===== src/imtp_consts.svh =====
`ifndef IMTP_CONSTS_SVH
`define IMTP_CONSTS_SVH

// Register byte addresses
`define IMTP_ADDR_CFG        32'h4004_4000
`define IMTP_ADDR_CTRL       32'h4004_4004
`define IMTP_ADDR_IER        32'h4004_4010
`define IMTP_ADDR_IDR        32'h4004_4014
`define IMTP_ADDR_IMR        32'h4004_4018
`define IMTP_ADDR_ISR        32'h4004_401C
`define IMTP_ADDR_TRACE      32'h4004_4020
`define IMTP_ADDR_DSCR       32'h4004_4030
`define IMTP_ADDR_HASH       32'h4004_4034
`define IMTP_ADDR_UIH        32'h4004_4038

// Field positions
`define IMTP_CTRL_RESET_BIT  2
`define IMTP_CFG_USER_BIT    13
`define IMTP_INT_FLAG_BIT    24
`define IMTP_DSCR_LSB        6
`define IMTP_HASH_LSB        7
`define IMTP_TRACE_W         3

// Sizes and reset values
`define IMTP_UIH_WORDS       8
`define IMTP_UIH_IDX_W       3
`define IMTP_WORD_STRIDE     4
`define IMTP_RESET_WORD      32'h0000_0000

// Trace cause encodings
`define IMTP_CAUSE_MEMBER    3'h0
`define IMTP_CAUSE_CFG       3'h1
`define IMTP_CAUSE_DSCR      3'h2
`define IMTP_CAUSE_HASH      3'h3
`define IMTP_CAUSE_READ      3'h4
`define IMTP_NUM_CAUSES      5

`endif


===== src/imtp_pkg.sv =====
`include "imtp_consts.svh"

package imtp_pkg;

    typedef enum logic [`IMTP_TRACE_W-1:0] {
        IMTP_CAUSE_BAD_DESCRIPTOR_MEMBER     = `IMTP_CAUSE_MEMBER,
        IMTP_CAUSE_CONFIG_CHANGED            = `IMTP_CAUSE_CFG,
        IMTP_CAUSE_DESCRIPTOR_POINTER_CHANGED = `IMTP_CAUSE_DSCR,
        IMTP_CAUSE_HASH_POINTER_CHANGED      = `IMTP_CAUSE_HASH,
        IMTP_CAUSE_WRITE_ONLY_READ           = `IMTP_CAUSE_READ
    } imtp_cause_t;

    typedef struct packed {
        logic [31:0] addr;
        logic [31:0] wdata;
        logic        wr;
        logic        rd;
    } imtp_bus_req_t;

endpackage


===== src/imtp_hash_words.sv =====
`timescale 1ns/10ps
`include "imtp_consts.svh"

module imtp_hash_words #(
    parameter int WORDS = `IMTP_UIH_WORDS,
    parameter int IDX_W = `IMTP_UIH_IDX_W
) (
    // Clock and reset
    input  wire logic                clk,
    input  wire logic                reset_n,
    input  wire logic                ce,
    // Write port
    input  wire logic                wr,
    input  wire logic [IDX_W-1:0]    idx,
    input  wire logic [31:0]         wdata,
    input  wire logic                sw_clear,
    // Stored words, word 0 in the low bits
    output logic [WORDS*32-1:0]      words_q
);

    // Bytes are kept exactly as written; software supplies them reversed
    always_ff @(posedge clk or negedge reset_n) begin
        if (!reset_n) begin
            words_q <= '0;
        end else if (ce) begin
            if (sw_clear) begin
                words_q <= '0;
            end else if (wr) begin
                words_q[idx*32 +: 32] <= wdata;
            end
        end
    end

endmodule


===== src/imtp_top.sv =====
`timescale 1ns/10ps
`include "imtp_consts.svh"

// Summary of operation
// - The trace field holds a 3-bit cause: 0 bad descriptor member, 1 config write, 2 descriptor pointer write, 3 hash pointer write, 4 write-only read.
// - A descriptor loaded with an unspecified member set to one is reported as an undefined access.
// - Writing the configuration register while region monitoring is active is reported with cause 1.
// - Writing the descriptor area pointer while region monitoring is active is reported with cause 2.
// - Writing the hash area pointer while region monitoring is active is reported with cause 3.
// - Any software read of a write-only register is reported with cause 4.
// - Only the first undefined access is traced; later ones leave the stored cause alone.
// - Only the software reset bit of the control register clears the trace; reading it does not.
// - The descriptor area pointer keeps bits 31 to 6 and software must give a 64-byte aligned address.
// - The hash area pointer keeps bits 31 to 7 and software must give a 128-byte aligned address.
// - With the user hash select bit set, the hashing engine uses the eight write-only user words instead of constants.
// - The undefined access flag is set after any undefined access and cleared only by software reset.
// - The undefined access interrupt is raised only while its mask is set; enable sets and disable clears the mask.
module imtp_top (
    // Clock, reset, enable
    input  wire logic                  clk,
    input  wire logic                  reset_n,
    input  wire logic                  ce,
    // Register port
    input  wire imtp_pkg::imtp_bus_req_t bus_req,
    output logic [31:0]                rdata_q,
    // Monitor status inputs
    input  wire logic                  monitoring_active,
    input  wire logic                  bad_member_detect,
    // Towards the hashing engine
    output logic [31:0]                descriptor_area_pointer_q,
    output logic [31:0]                hash_area_pointer_q,
    output logic                       user_initial_hash_select_q,
    output logic [`IMTP_UIH_WORDS*32-1:0] user_initial_hash_words_q,
    output logic                       monitor_reset_q,
    // Interrupt
    output logic                       irq_q
);

    localparam logic [31:0] UIH_LAST =
        `IMTP_ADDR_UIH + 32'((`IMTP_UIH_WORDS - 1) * `IMTP_WORD_STRIDE);

    // Address decode shared by the read and write paths
    function automatic logic hit(input logic [31:0] a, input logic [31:0] reg_addr);
        return a == reg_addr;
    endfunction

    function automatic logic hit_uih(input logic [31:0] a);
        return (a >= `IMTP_ADDR_UIH) && (a <= UIH_LAST) && (a[1:0] == 2'h0);
    endfunction

    function automatic logic [`IMTP_UIH_IDX_W-1:0] uih_index(input logic [31:0] a);
        logic [31:0] d;
        d = a - `IMTP_ADDR_UIH;
        return d[`IMTP_UIH_IDX_W+1:2];
    endfunction

    // Write-only registers: reading them counts as an undefined access
    function automatic logic is_write_only(input logic [31:0] a);
        return hit(a, `IMTP_ADDR_CTRL) || hit(a, `IMTP_ADDR_IER) ||
               hit(a, `IMTP_ADDR_IDR) || hit_uih(a);
    endfunction

    // Decoded strobes
    logic wr_cfg;
    logic wr_ctrl;
    logic wr_ier;
    logic wr_idr;
    logic wr_dscr;
    logic wr_hash;
    logic wr_uih;
    logic rd_wo;
    logic sw_reset;

    // Full 32-bit compare, so no register shows up at an alias
    always_comb begin
        wr_cfg  = 1'b0;
        wr_ctrl = 1'b0;
        wr_ier  = 1'b0;
        wr_idr  = 1'b0;
        wr_dscr = 1'b0;
        wr_hash = 1'b0;
        wr_uih  = 1'b0;
        if (bus_req.wr) begin
            case (bus_req.addr)
                `IMTP_ADDR_CFG: begin
                    wr_cfg = 1'b1;
                end
                `IMTP_ADDR_CTRL: begin
                    wr_ctrl = 1'b1;
                end
                `IMTP_ADDR_IER: begin
                    wr_ier = 1'b1;
                end
                `IMTP_ADDR_IDR: begin
                    wr_idr = 1'b1;
                end
                `IMTP_ADDR_DSCR: begin
                    wr_dscr = 1'b1;
                end
                `IMTP_ADDR_HASH: begin
                    wr_hash = 1'b1;
                end
                // User hash word addresses raise wr_uih; read-only and unmapped addresses raise no strobe
                default: begin
                    wr_uih = hit_uih(bus_req.addr);
                end
            endcase
        end
    end

    // Reads of write-only locations are traced but return zero
    assign rd_wo    = bus_req.rd && is_write_only(bus_req.addr);
    assign sw_reset = wr_ctrl && bus_req.wdata[`IMTP_CTRL_RESET_BIT];

    // Undefined access events, indexed by cause code
    logic [`IMTP_NUM_CAUSES-1:0] ua_event;

    always_comb begin
        ua_event = '0;
        ua_event[`IMTP_CAUSE_MEMBER] = bad_member_detect;
        ua_event[`IMTP_CAUSE_CFG]    = wr_cfg && monitoring_active;
        ua_event[`IMTP_CAUSE_DSCR]   = wr_dscr && monitoring_active;
        ua_event[`IMTP_CAUSE_HASH]   = wr_hash && monitoring_active;
        ua_event[`IMTP_CAUSE_READ]   = rd_wo;
    end

    // Trace capture and sticky flag
    imtp_pkg::imtp_cause_t trace_cause;
    logic                  ua_flag;

    imtp_trace u_trace (
        .clk      (clk),
        .reset_n  (reset_n),
        .ce       (ce),
        .event_in (ua_event),
        .sw_clear (sw_reset),
        .cause_q  (trace_cause),
        .flag_q   (ua_flag)
    );

    // User starting hash words
    imtp_hash_words #(
        .WORDS (`IMTP_UIH_WORDS),
        .IDX_W (`IMTP_UIH_IDX_W)
    ) u_words (
        .clk      (clk),
        .reset_n  (reset_n),
        .ce       (ce),
        .wr       (wr_uih),
        .idx      (uih_index(bus_req.addr)),
        .wdata    (bus_req.wdata),
        .sw_clear (sw_reset),
        .words_q  (user_initial_hash_words_q)
    );

    // Configuration: only the user hash select bit lives here.
    // The write still takes effect during monitoring; it is merely traced.
    always_ff @(posedge clk or negedge reset_n) begin
        if (!reset_n) begin
            user_initial_hash_select_q <= 1'b0;
        end else if (ce) begin
            if (sw_reset) begin
                user_initial_hash_select_q <= 1'b0;
            end else if (wr_cfg) begin
                user_initial_hash_select_q <= bus_req.wdata[`IMTP_CFG_USER_BIT];
            end
        end
    end

    // Descriptor area pointer, low bits held at zero
    always_ff @(posedge clk or negedge reset_n) begin
        if (!reset_n) begin
            descriptor_area_pointer_q <= `IMTP_RESET_WORD;
        end else if (ce) begin
            if (sw_reset) begin
                descriptor_area_pointer_q <= `IMTP_RESET_WORD;
            end else if (wr_dscr) begin
                descriptor_area_pointer_q <= {bus_req.wdata[31:`IMTP_DSCR_LSB],
                                              `IMTP_DSCR_LSB'(0)};
            end
        end
    end

    // Hash area pointer, low bits held at zero
    always_ff @(posedge clk or negedge reset_n) begin
        if (!reset_n) begin
            hash_area_pointer_q <= `IMTP_RESET_WORD;
        end else if (ce) begin
            if (sw_reset) begin
                hash_area_pointer_q <= `IMTP_RESET_WORD;
            end else if (wr_hash) begin
                hash_area_pointer_q <= {bus_req.wdata[31:`IMTP_HASH_LSB],
                                        `IMTP_HASH_LSB'(0)};
            end
        end
    end

    // Interrupt mask: enable sets, disable clears; disable wins if both
    logic ua_mask_q;
    logic ua_mask_d;
    logic mask_set;
    logic mask_clr;

    assign mask_set = wr_ier && bus_req.wdata[`IMTP_INT_FLAG_BIT];
    assign mask_clr = wr_idr && bus_req.wdata[`IMTP_INT_FLAG_BIT];

    always_comb begin
        ua_mask_d = ua_mask_q;
        if (mask_clr) begin
            ua_mask_d = 1'b0;
        end else if (mask_set) begin
            ua_mask_d = 1'b1;
        end
    end

    always_ff @(posedge clk or negedge reset_n) begin
        if (!reset_n) begin
            ua_mask_q <= 1'b0;
        end else if (ce) begin
            if (sw_reset) begin
                ua_mask_q <= 1'b0;
            end else begin
                ua_mask_q <= ua_mask_d;
            end
        end
    end

    // Level interrupt, one cycle behind the flag and the mask
    logic irq_d;

    assign irq_d = ua_flag && ua_mask_q;

    always_ff @(posedge clk or negedge reset_n) begin
        if (!reset_n) begin
            irq_q <= 1'b0;
        end else if (ce) begin
            irq_q <= irq_d;
        end
    end

    // Reset pulse for the rest of the monitor
    always_ff @(posedge clk or negedge reset_n) begin
        if (!reset_n) begin
            monitor_reset_q <= 1'b0;
        end else if (ce) begin
            monitor_reset_q <= sw_reset;
        end
    end

    // Read data mux; reads of write-only registers are traced with cause 4, other reads have no side effect on the trace
    logic [31:0] rd_mux;

    always_comb begin
        rd_mux = `IMTP_RESET_WORD;
        case (bus_req.addr)
            `IMTP_ADDR_CFG: begin
                rd_mux[`IMTP_CFG_USER_BIT] = user_initial_hash_select_q;
            end
            `IMTP_ADDR_CTRL, `IMTP_ADDR_IER, `IMTP_ADDR_IDR: begin
                rd_mux = `IMTP_RESET_WORD;
            end
            `IMTP_ADDR_IMR: begin
                rd_mux[`IMTP_INT_FLAG_BIT] = ua_mask_q;
            end
            `IMTP_ADDR_ISR: begin
                rd_mux[`IMTP_INT_FLAG_BIT] = ua_flag;
            end
            `IMTP_ADDR_TRACE: begin
                rd_mux[`IMTP_TRACE_W-1:0] = trace_cause;
            end
            `IMTP_ADDR_DSCR: begin
                rd_mux = descriptor_area_pointer_q;
            end
            `IMTP_ADDR_HASH: begin
                rd_mux = hash_area_pointer_q;
            end
            default: begin
                rd_mux = `IMTP_RESET_WORD;
            end
        endcase
    end

    // Data stand only in the cycle after the read strobe
    always_ff @(posedge clk or negedge reset_n) begin
        if (!reset_n) begin
            rdata_q <= `IMTP_RESET_WORD;
        end else if (ce) begin
            if (bus_req.rd) begin
                rdata_q <= rd_mux;
            end else begin
                rdata_q <= `IMTP_RESET_WORD;
            end
        end
    end

endmodule


===== src/imtp_trace.sv =====
`timescale 1ns/10ps
`include "imtp_consts.svh"

module imtp_trace (
    // Clock and reset
    input  wire logic                   clk,
    input  wire logic                   reset_n,
    input  wire logic                   ce,
    // Events, one bit per cause code
    input  wire logic [`IMTP_NUM_CAUSES-1:0] event_in,
    input  wire logic                   sw_clear,
    // Captured state
    output imtp_pkg::imtp_cause_t       cause_q,
    output logic                        flag_q
);

    // Lowest cause code wins when several events coincide
    function automatic imtp_pkg::imtp_cause_t first_cause(input logic [`IMTP_NUM_CAUSES-1:0] ev);
        imtp_pkg::imtp_cause_t c;
        c = imtp_pkg::IMTP_CAUSE_BAD_DESCRIPTOR_MEMBER;
        for (int i = `IMTP_NUM_CAUSES - 1; i >= 0; i--) begin
            if (ev[i]) begin
                c = imtp_pkg::imtp_cause_t'(i[`IMTP_TRACE_W-1:0]);
            end
        end
        return c;
    endfunction

    logic any_event;
    assign any_event = |event_in;

    // An event in the clearing cycle is still recorded
    always_ff @(posedge clk or negedge reset_n) begin
        if (!reset_n) begin
            cause_q <= imtp_pkg::IMTP_CAUSE_BAD_DESCRIPTOR_MEMBER;
            flag_q  <= 1'b0;
        end else if (ce) begin
            if (any_event && (!flag_q || sw_clear)) begin
                cause_q <= first_cause(event_in);
                flag_q  <= 1'b1;
            end else if (sw_clear) begin
                cause_q <= imtp_pkg::IMTP_CAUSE_BAD_DESCRIPTOR_MEMBER;
                flag_q  <= 1'b0;
            end
        end
    end

endmodule


===== config.mk =====
export PLATFORM = sky130hd
export DESIGN_NAME = imtp_top
export DESIGN_NICKNAME = d
export VERILOG_FILES = /design/src/imtp_pkg.sv /design/src/imtp_hash_words.sv /design/src/imtp_top.sv /design/src/imtp_trace.sv
export VERILOG_INCLUDE_DIRS = /design/src
export SDC_FILE = /design/constraint.sdc
export NUM_CORES = 1
export LEC_CHECK = 0
export BUFFER_PORTS_ARGS = -buffer_cell sky130_fd_sc_hd__buf_2
export CORE_MARGIN = 1
export CORE_UTILIZATION = 45
export CTS_BUF_LIST = sky130_fd_sc_hd__clkbuf_16
export DETAILED_ROUTE_END_ITERATION = 7
export PLACE_DENSITY_LB_ADDON = 0.3
export SETUP_SLACK_MARGIN = 0.5
export SLEW_MARGIN = 20
export SYNTH_ARGS = -nofsm -noshare
export SYNTH_HDL_FRONTEND = slang
export SYNTH_SLANG_ARGS = --single-unit

===== constraint.sdc =====
create_clock -name clk -period 1.5 [get_ports clk]
set_input_delay 0.3 -clock clk [delete_from_list [all_inputs] [get_ports clk]]
set_output_delay 0.3 -clock clk [all_outputs]
set_load 0.02 [all_outputs]

; Word level (Yosys, flattened, before mapping)
; Index checks and enable logic that the tools add are counted.
[totals]
regBits = 360
latchBits = 0
mem_bits_rw = 0
rom_bits = 0
inputBits = 71
out_inout_bits = 355
wordCells = 98
n_memories = 0
[op_classes]
n_addsub = 2
mul = 0
div = 0
magnitude_cmp = 2
n_eq_ne = 9
shifts = 2
muxes = 42
bitwise_logic = 0
n_reduce_logical = 31
[op_table]
columns = operator, n
row1 = $mux W256, 2
row2 = $eq A32 B31 Y1 const B, 9
row3 = $bwmux W256, 1
row4 = $shift A32 B34 Y256 const A, 1
row5 = $shiftx A32 B34 Y256, 1
row6 = $mux W32, 5
row7 = $pmux W10 S2, 2
row8 = $neg A8 Y34, 1
row9 = $ge A32 B31 Y1 const B, 1
row10 = $le A32 B31 Y1 const B, 1
row11 = $mux W1, 21
row12 = $mux W3, 7
row13 = $pmux W7 S2, 1
row14 = $reduce_and A2 Y1, 6
row15 = $logic_and A1 B1 Y1, 11
row16 = $reduce_bool A2 Y1, 5
row17 = $pmux W3 S3, 1
row18 = $reduce_or A6 Y1, 1
row19 = $reduce_or A5 Y1, 1
row20 = $sub A5 B5 Y5 const B, 1
row21 = $logic_or A1 B1 Y1, 4
row22 = $pmux W1 S4, 1
row23 = $pmux W1 S3, 1
row24 = $reduce_bool A3 Y1, 1
row25 = other kinds (2), 2

; Depth between registers and ports, before layout
[depth]
ltp_word = 11
mapped_depth = 12

; Modules after synthesis
; A second synthesis with hierarchy kept.
[unflattened]
cells_unflattened = 1707
area_unflattened_um2 = 16603.4
[by_module_without_submodules]
columns = module, instances, cells_per_inst, area_per_inst_um2
row1 = imtp_hash_words, 1, 1207, 12245.5
row2 = imtp_top, 1, 477, 4136.5
row3 = imtp_trace, 1, 23, 221.5

; Worst setup path after synthesis
; OpenSTA, ideal clock, no wires.
[synth_timing]
kind = input port to flip-flop
startpoint = in bus_req[37] (netlist bit)
endpoint = reg hash_area_pointer_q[11]
setup_time_ns = 0.121
arrival_time_ns = 2.407
required_time_ns = 1.379
path_slack_ns = -1.028
path_stages = 10
path_buffers = 3
path_cell_list = inv_1 > ha_1 > nor3b_1 > nand4b_1 > or4_1 > clkbuf_1 > and3_1 > clkbuf_1 > buf_2 > a22o_1
[synth_between]
elab_chain_cells = 6
[synth_rtl]
columns = item, line_no
row1 = from (decl), imtp_top.sv:24  ; input wire imtp_pkg::imtp_bus_req_t bus_req,
row2 = $eq A32 B31 Y1, imtp_top.sv:84  ; case (bus_req.addr)
row3 = $mux W1, imtp_top.sv:84
row4 = $mux W1, imtp_top.sv:83  ; if (bus_req.wr) begin
row5 = $logic_and A1 B1 Y1, imtp_top.sv:113  ; assign sw_reset = wr_ctrl && bus_req.wdata[`IMTP_CTRL_RESET_BIT];
row6 = $reduce_bool A2 Y1 (no line), --
row7 = $reduce_and A2 Y1 (no line), --
row8 = to (signal assigned), imtp_top.sv:187  ; hash_area_pointer_q <= `IMTP_RESET_WORD;
row9 = to (signal assigned), imtp_top.sv:190  ; hash_area_pointer_q <= `IMTP_RESET_WORD;
row10 = to (signal assigned), imtp_top.sv:192  ; hash_area_pointer_q <= {bus_req.wdata[31:`IMTP_HASH_LSB],
row11 = to (decl), imtp_top.sv:31  ; output logic [31:0] hash_area_pointer_q,
; Parallel ways exist; a longest one is shown, timed or not.
; A chain may end at the register's enable or synchronous reset.

; Worst setup path after layout
[layout_timing]
startpoint = in bus_req[57] (netlist bit)
endpoint = reg u_words.words_q[6]
[layout_between]
elab_chain_cells = 7
[layout_rtl]
columns = item, line_no
row1 = $ge A32 B31 Y1 (no line) or $le A32 B31 Y1 (tied branches), --
row2 = $logic_and A1 B1 Y1 (2 in a row), imtp_top.sv:48  ; return (a >= `IMTP_ADDR_UIH) && (a <= UIH_LAST) && (a[1:0] == 2'h0);
row3 = $mux W1, imtp_top.sv:84
row4 = $mux W1, imtp_top.sv:83
row5 = $reduce_bool A2 Y1 (no line), --
row6 = $reduce_and A2 Y1 (no line), --
row7 = "to (signal, indexed assignment)", imtp_hash_words.sv:29  ; words_q[idx*32 +: 32] <= wdata;
row8 = to (decl), imtp_hash_words.sv:18  ; output logic [WORDS*32-1:0] words_q
; Parallel ways exist; a longest one is shown, timed or not.

==> flow_metrics.py <==
metrics = {
    "setup_path": {
        "crit_buf_inv": 7,
        "path_max_fanout": 6,
        "path_cells": "buf_8, nor4_4, buf_4, a31oi_4, or3_4, o221ai_4, buf_6, buf_4, a2111oi_4, buf_6, buf_12, buf_16, a22o_1",
        "worstSetupPathType": "in -> reg",
        "critPathSlowestCell": "or3_4",
        "arrival_ps": 2460,
        "worstSetupEndpointType": "register",
        "crit_family": "buffers and inverters",
        "cp-start-kind": "input port",
        "critPathRequiredTime_ps": 1900,
        "cp_slowest_stage_delay_ps": 360,
    },
    "die": {
        "die-area_um2": 30200,
        "fp-row-count": 62,
        "fp.dieW_um": 174,
        "ioPinCount": 426,
        "initial_core_util_pct": 46.0,
        "core_um2": 28900,
        "die_h_um": 174,
    },
    "timing": {
        "drv_slew": 0,
        "max_freq_mhz": 486,
        "fin_crit_sh_pct": 137,
        "hold_viol": 0,
        "slew_headroom_pct": 58.1,
        "rsz0062_at_grt": "true",
        "tightest_slew_ps": 627,
        "setup_viol": 340,
        "hold_slack_ps": 99.9,
        "min_period_ps": 2060,
        "final.setup.worst_slack_ps": -556,
        "finalClockSkew_ps": 5.57,
    },
    "synth": {
        "synth_edf_count": 0,
        "ys_seq_area_share_pct": 64.9,
        "synth_cells": 988,
        "yosys_warnings": 0,
        "synth.distinct_cells": 56,
        "synth_top_cell_by_area": "dfrtp_1",
        "ys_top_cells_by_count": "344 x dfrtp_1, 182 x a22o_1, 130 x o2bb2ai_1, 68 x nand2_1, 55 x clkbuf_1",
        "synthTopCellsByArea": "dfrtp_1 65%, a22o_1 12%, o2bb2ai_1 8.6%",
        "post_synth.cell_area_avg_um2": 13.4,
        "ys_dominant_reg_cell": "dfrtp_1",
        "yosys.cell_count.top_type": "dfrtp_1",
        "netlist_area_um2": 13300,
        "synth_top_area_share_pct": 64.9,
        "async_flop_share_pct": 100,
        "yosys_register_bits": 344,
    },
    "grt": {
        "grt_start_max_net_pins": 41,
        "antenna_found_initial": 1,
        "grt_pass1_wl_mm": 69.6,
        "grt_overflow_total": 0,
        "grt_usage_pct": 30.0,
        "grt_pass1_vias": 11351,
    },
    "routing": {
        "wl_per_cell_um": 25.6,
        "drt_iter0_drc": 812,
        "viasPerCell": 5.97,
        "vias": 11496,
        "first_pass_iters": 5,
        "antenna_left": 0,
        "drc": 0,
        "wl_mm": 49.3,
    },
    "clock_tree": {
        "cts-root-buf": "clkbuf_16",
        "clkLatencyLatePin_ps": 510,
        "clock_sinks": 344,
        "clk_pin_slew_worst_paths_ps": 60,
        "cts_tree": "yes",
        "htreeDepth": 2,
        "cts_buffer_depth": 3,
        "cts_made_buffers": 36,
    },
    "placement": {
        "gp_congestion": 0.865,
        "port_buffers": 409,
        "dp.cells": 1821,
        "dp_hpwl_mm": 31.4,
    },
    "layout": {
        "fin_nets": 1593,
        "multiInputGateArea_um2": 5290,
        "regArea_um2": 8610,
        "fillers": 2072,
        "fin_cells": 1925,
        "drive_above_1_share_pct": 47.5,
        "area_growth_pct": 48.7,
    },
    "pwr": {
        "p_leak_nw": 10.3,
        "total_power_mw": 19.4,
        "powerDensity_nw_per_um2": 984,
        "irDropWorstVdd_uv": 788,
    },
    "min_path": {
        "hold_class": "in -> reg",
    },
    "run_status": {
        "outcome": "finished with violations",
        "violations": "negative setup slack",
    },
    "run": {
        "maxCapViolations": 0,
    },
}
## cell type report
type	count	area share (%)
flip-flops and latches	344	43.7
repair buffers	568	20.9
well taps	384	2.44
clock buffers	38	4.82
multi-input cells	554	26.8
diodes	1	0.0127
inverters	11	0.222
clock inverters	25	1.17
## sequential cells by signal, indices dropped and copies added (netlist names)
name and flops:
rdata_q 29, hash_area_pointer_q 25, u_words.words_q 256, ua_mask_q 1, u_trace.cause_q 3, irq_q 1, monitor_reset_q 1, u_trace.flag_q 1
descriptor_area_pointer_q 26, user_initial_hash_select_q 1
## worst reg2reg max path: stages (launching register included)
cell and delay, ps:
dfrtp_1 430, a211o_1 350, or3_4 380, o21ai_2 60
## path summary, 6_finish.rpt
kind / from / to / slack, ps / cells past startpoint
max: bus_req[57] / u_words.words_q[6] / -560 / 13
min: bus_req[5] / u_words.words_q[67] / 100 / 2
max reg2reg: u_trace.flag_q / u_trace.cause_q[0] / 210 / 3
min reg2reg: u_words.words_q[165] / u_words.words_q[165] / 490 / 1
max in group asynchronous: reset_n / u_words.words_q[243] / 520 / 3
min in group asynchronous: reset_n / u_words.words_q[25] / 290 / 2
## layout by cell type, fill, tap and decap left out, types with 4 or more instances in the layout
cell / instances
and3_1: 4
nor2b_1: 26
a221o_1: 23
nor2_1: 9
buf_12: 41
inv_1: 15
a22o_1: 182
nand3_1: 4
ha_1: 6
nand2_2: 4
o2bb2ai_1: 71
buf_16: 4
clkinv_2: 4
o21ai_0: 4
nor4_4: 7
conb_1: 16
buf_6: 21
clkinv_1: 8
o2bb2ai_4: 22
clkbuf_16: 47
buf_4: 88
nand2_1: 60
a21oi_1: 4
buf_2: 401
o2bb2ai_2: 37
bufinv_16: 4
dfrtp_1: 344
## kinds of logic after synthesis
logic type | after synthesis | synth area share (%)
simple gates | 159 | 6.25
buf+inv | 105 | 3.60
fa+ha+maj | 7 | 0.660
other cells | 1 | 0.0283
compound gates | 372 | 24.6
flops | 344 | 64.9
## stage by stage
step	cell area, um2	setup TNS (ps)	worst slack, ps	utilization (%)
2_1_floorplan	13500	-272970	-937	-
3_3_place_gp	16900	-351390	-1130	58.4
3_5_place_dp	16900	-356960	-1150	58.4
4_1_cts	18500	-122070	-460	64.2
5_1_grt	19700	-186020	-654	68.3
6_report	19700	-155810	-556	68.3
## metal layers
layer	share of wire, %	track usage [%]	vias to the layer above
met1	41	41.4	5911
met3	7.8	7.11	135
met5	0	0	-
met2	47	46.4	613
li1	-	-	4837
met4	4.1	11.2	0
## power by group
part / internal, mW / total [mW] / switching (mW)
Clock: 5.28 / 9.01 / 3.73
Sequential: 9.29 / 9.30 / 0.00795
Combinational: 0.340 / 1.10 / 0.759
## timing repair
action                                  4_1_cts  5_1_grt
endpoints found under the setup margin      682      759
pin swaps                                    39       69
buffers inserted                             12       10
hold buffers                                  1        0
hold endpoints to repair                     44        0
resized for setup                            55      125
cloned                                        5       12
(Power assumes the default switching activity.)
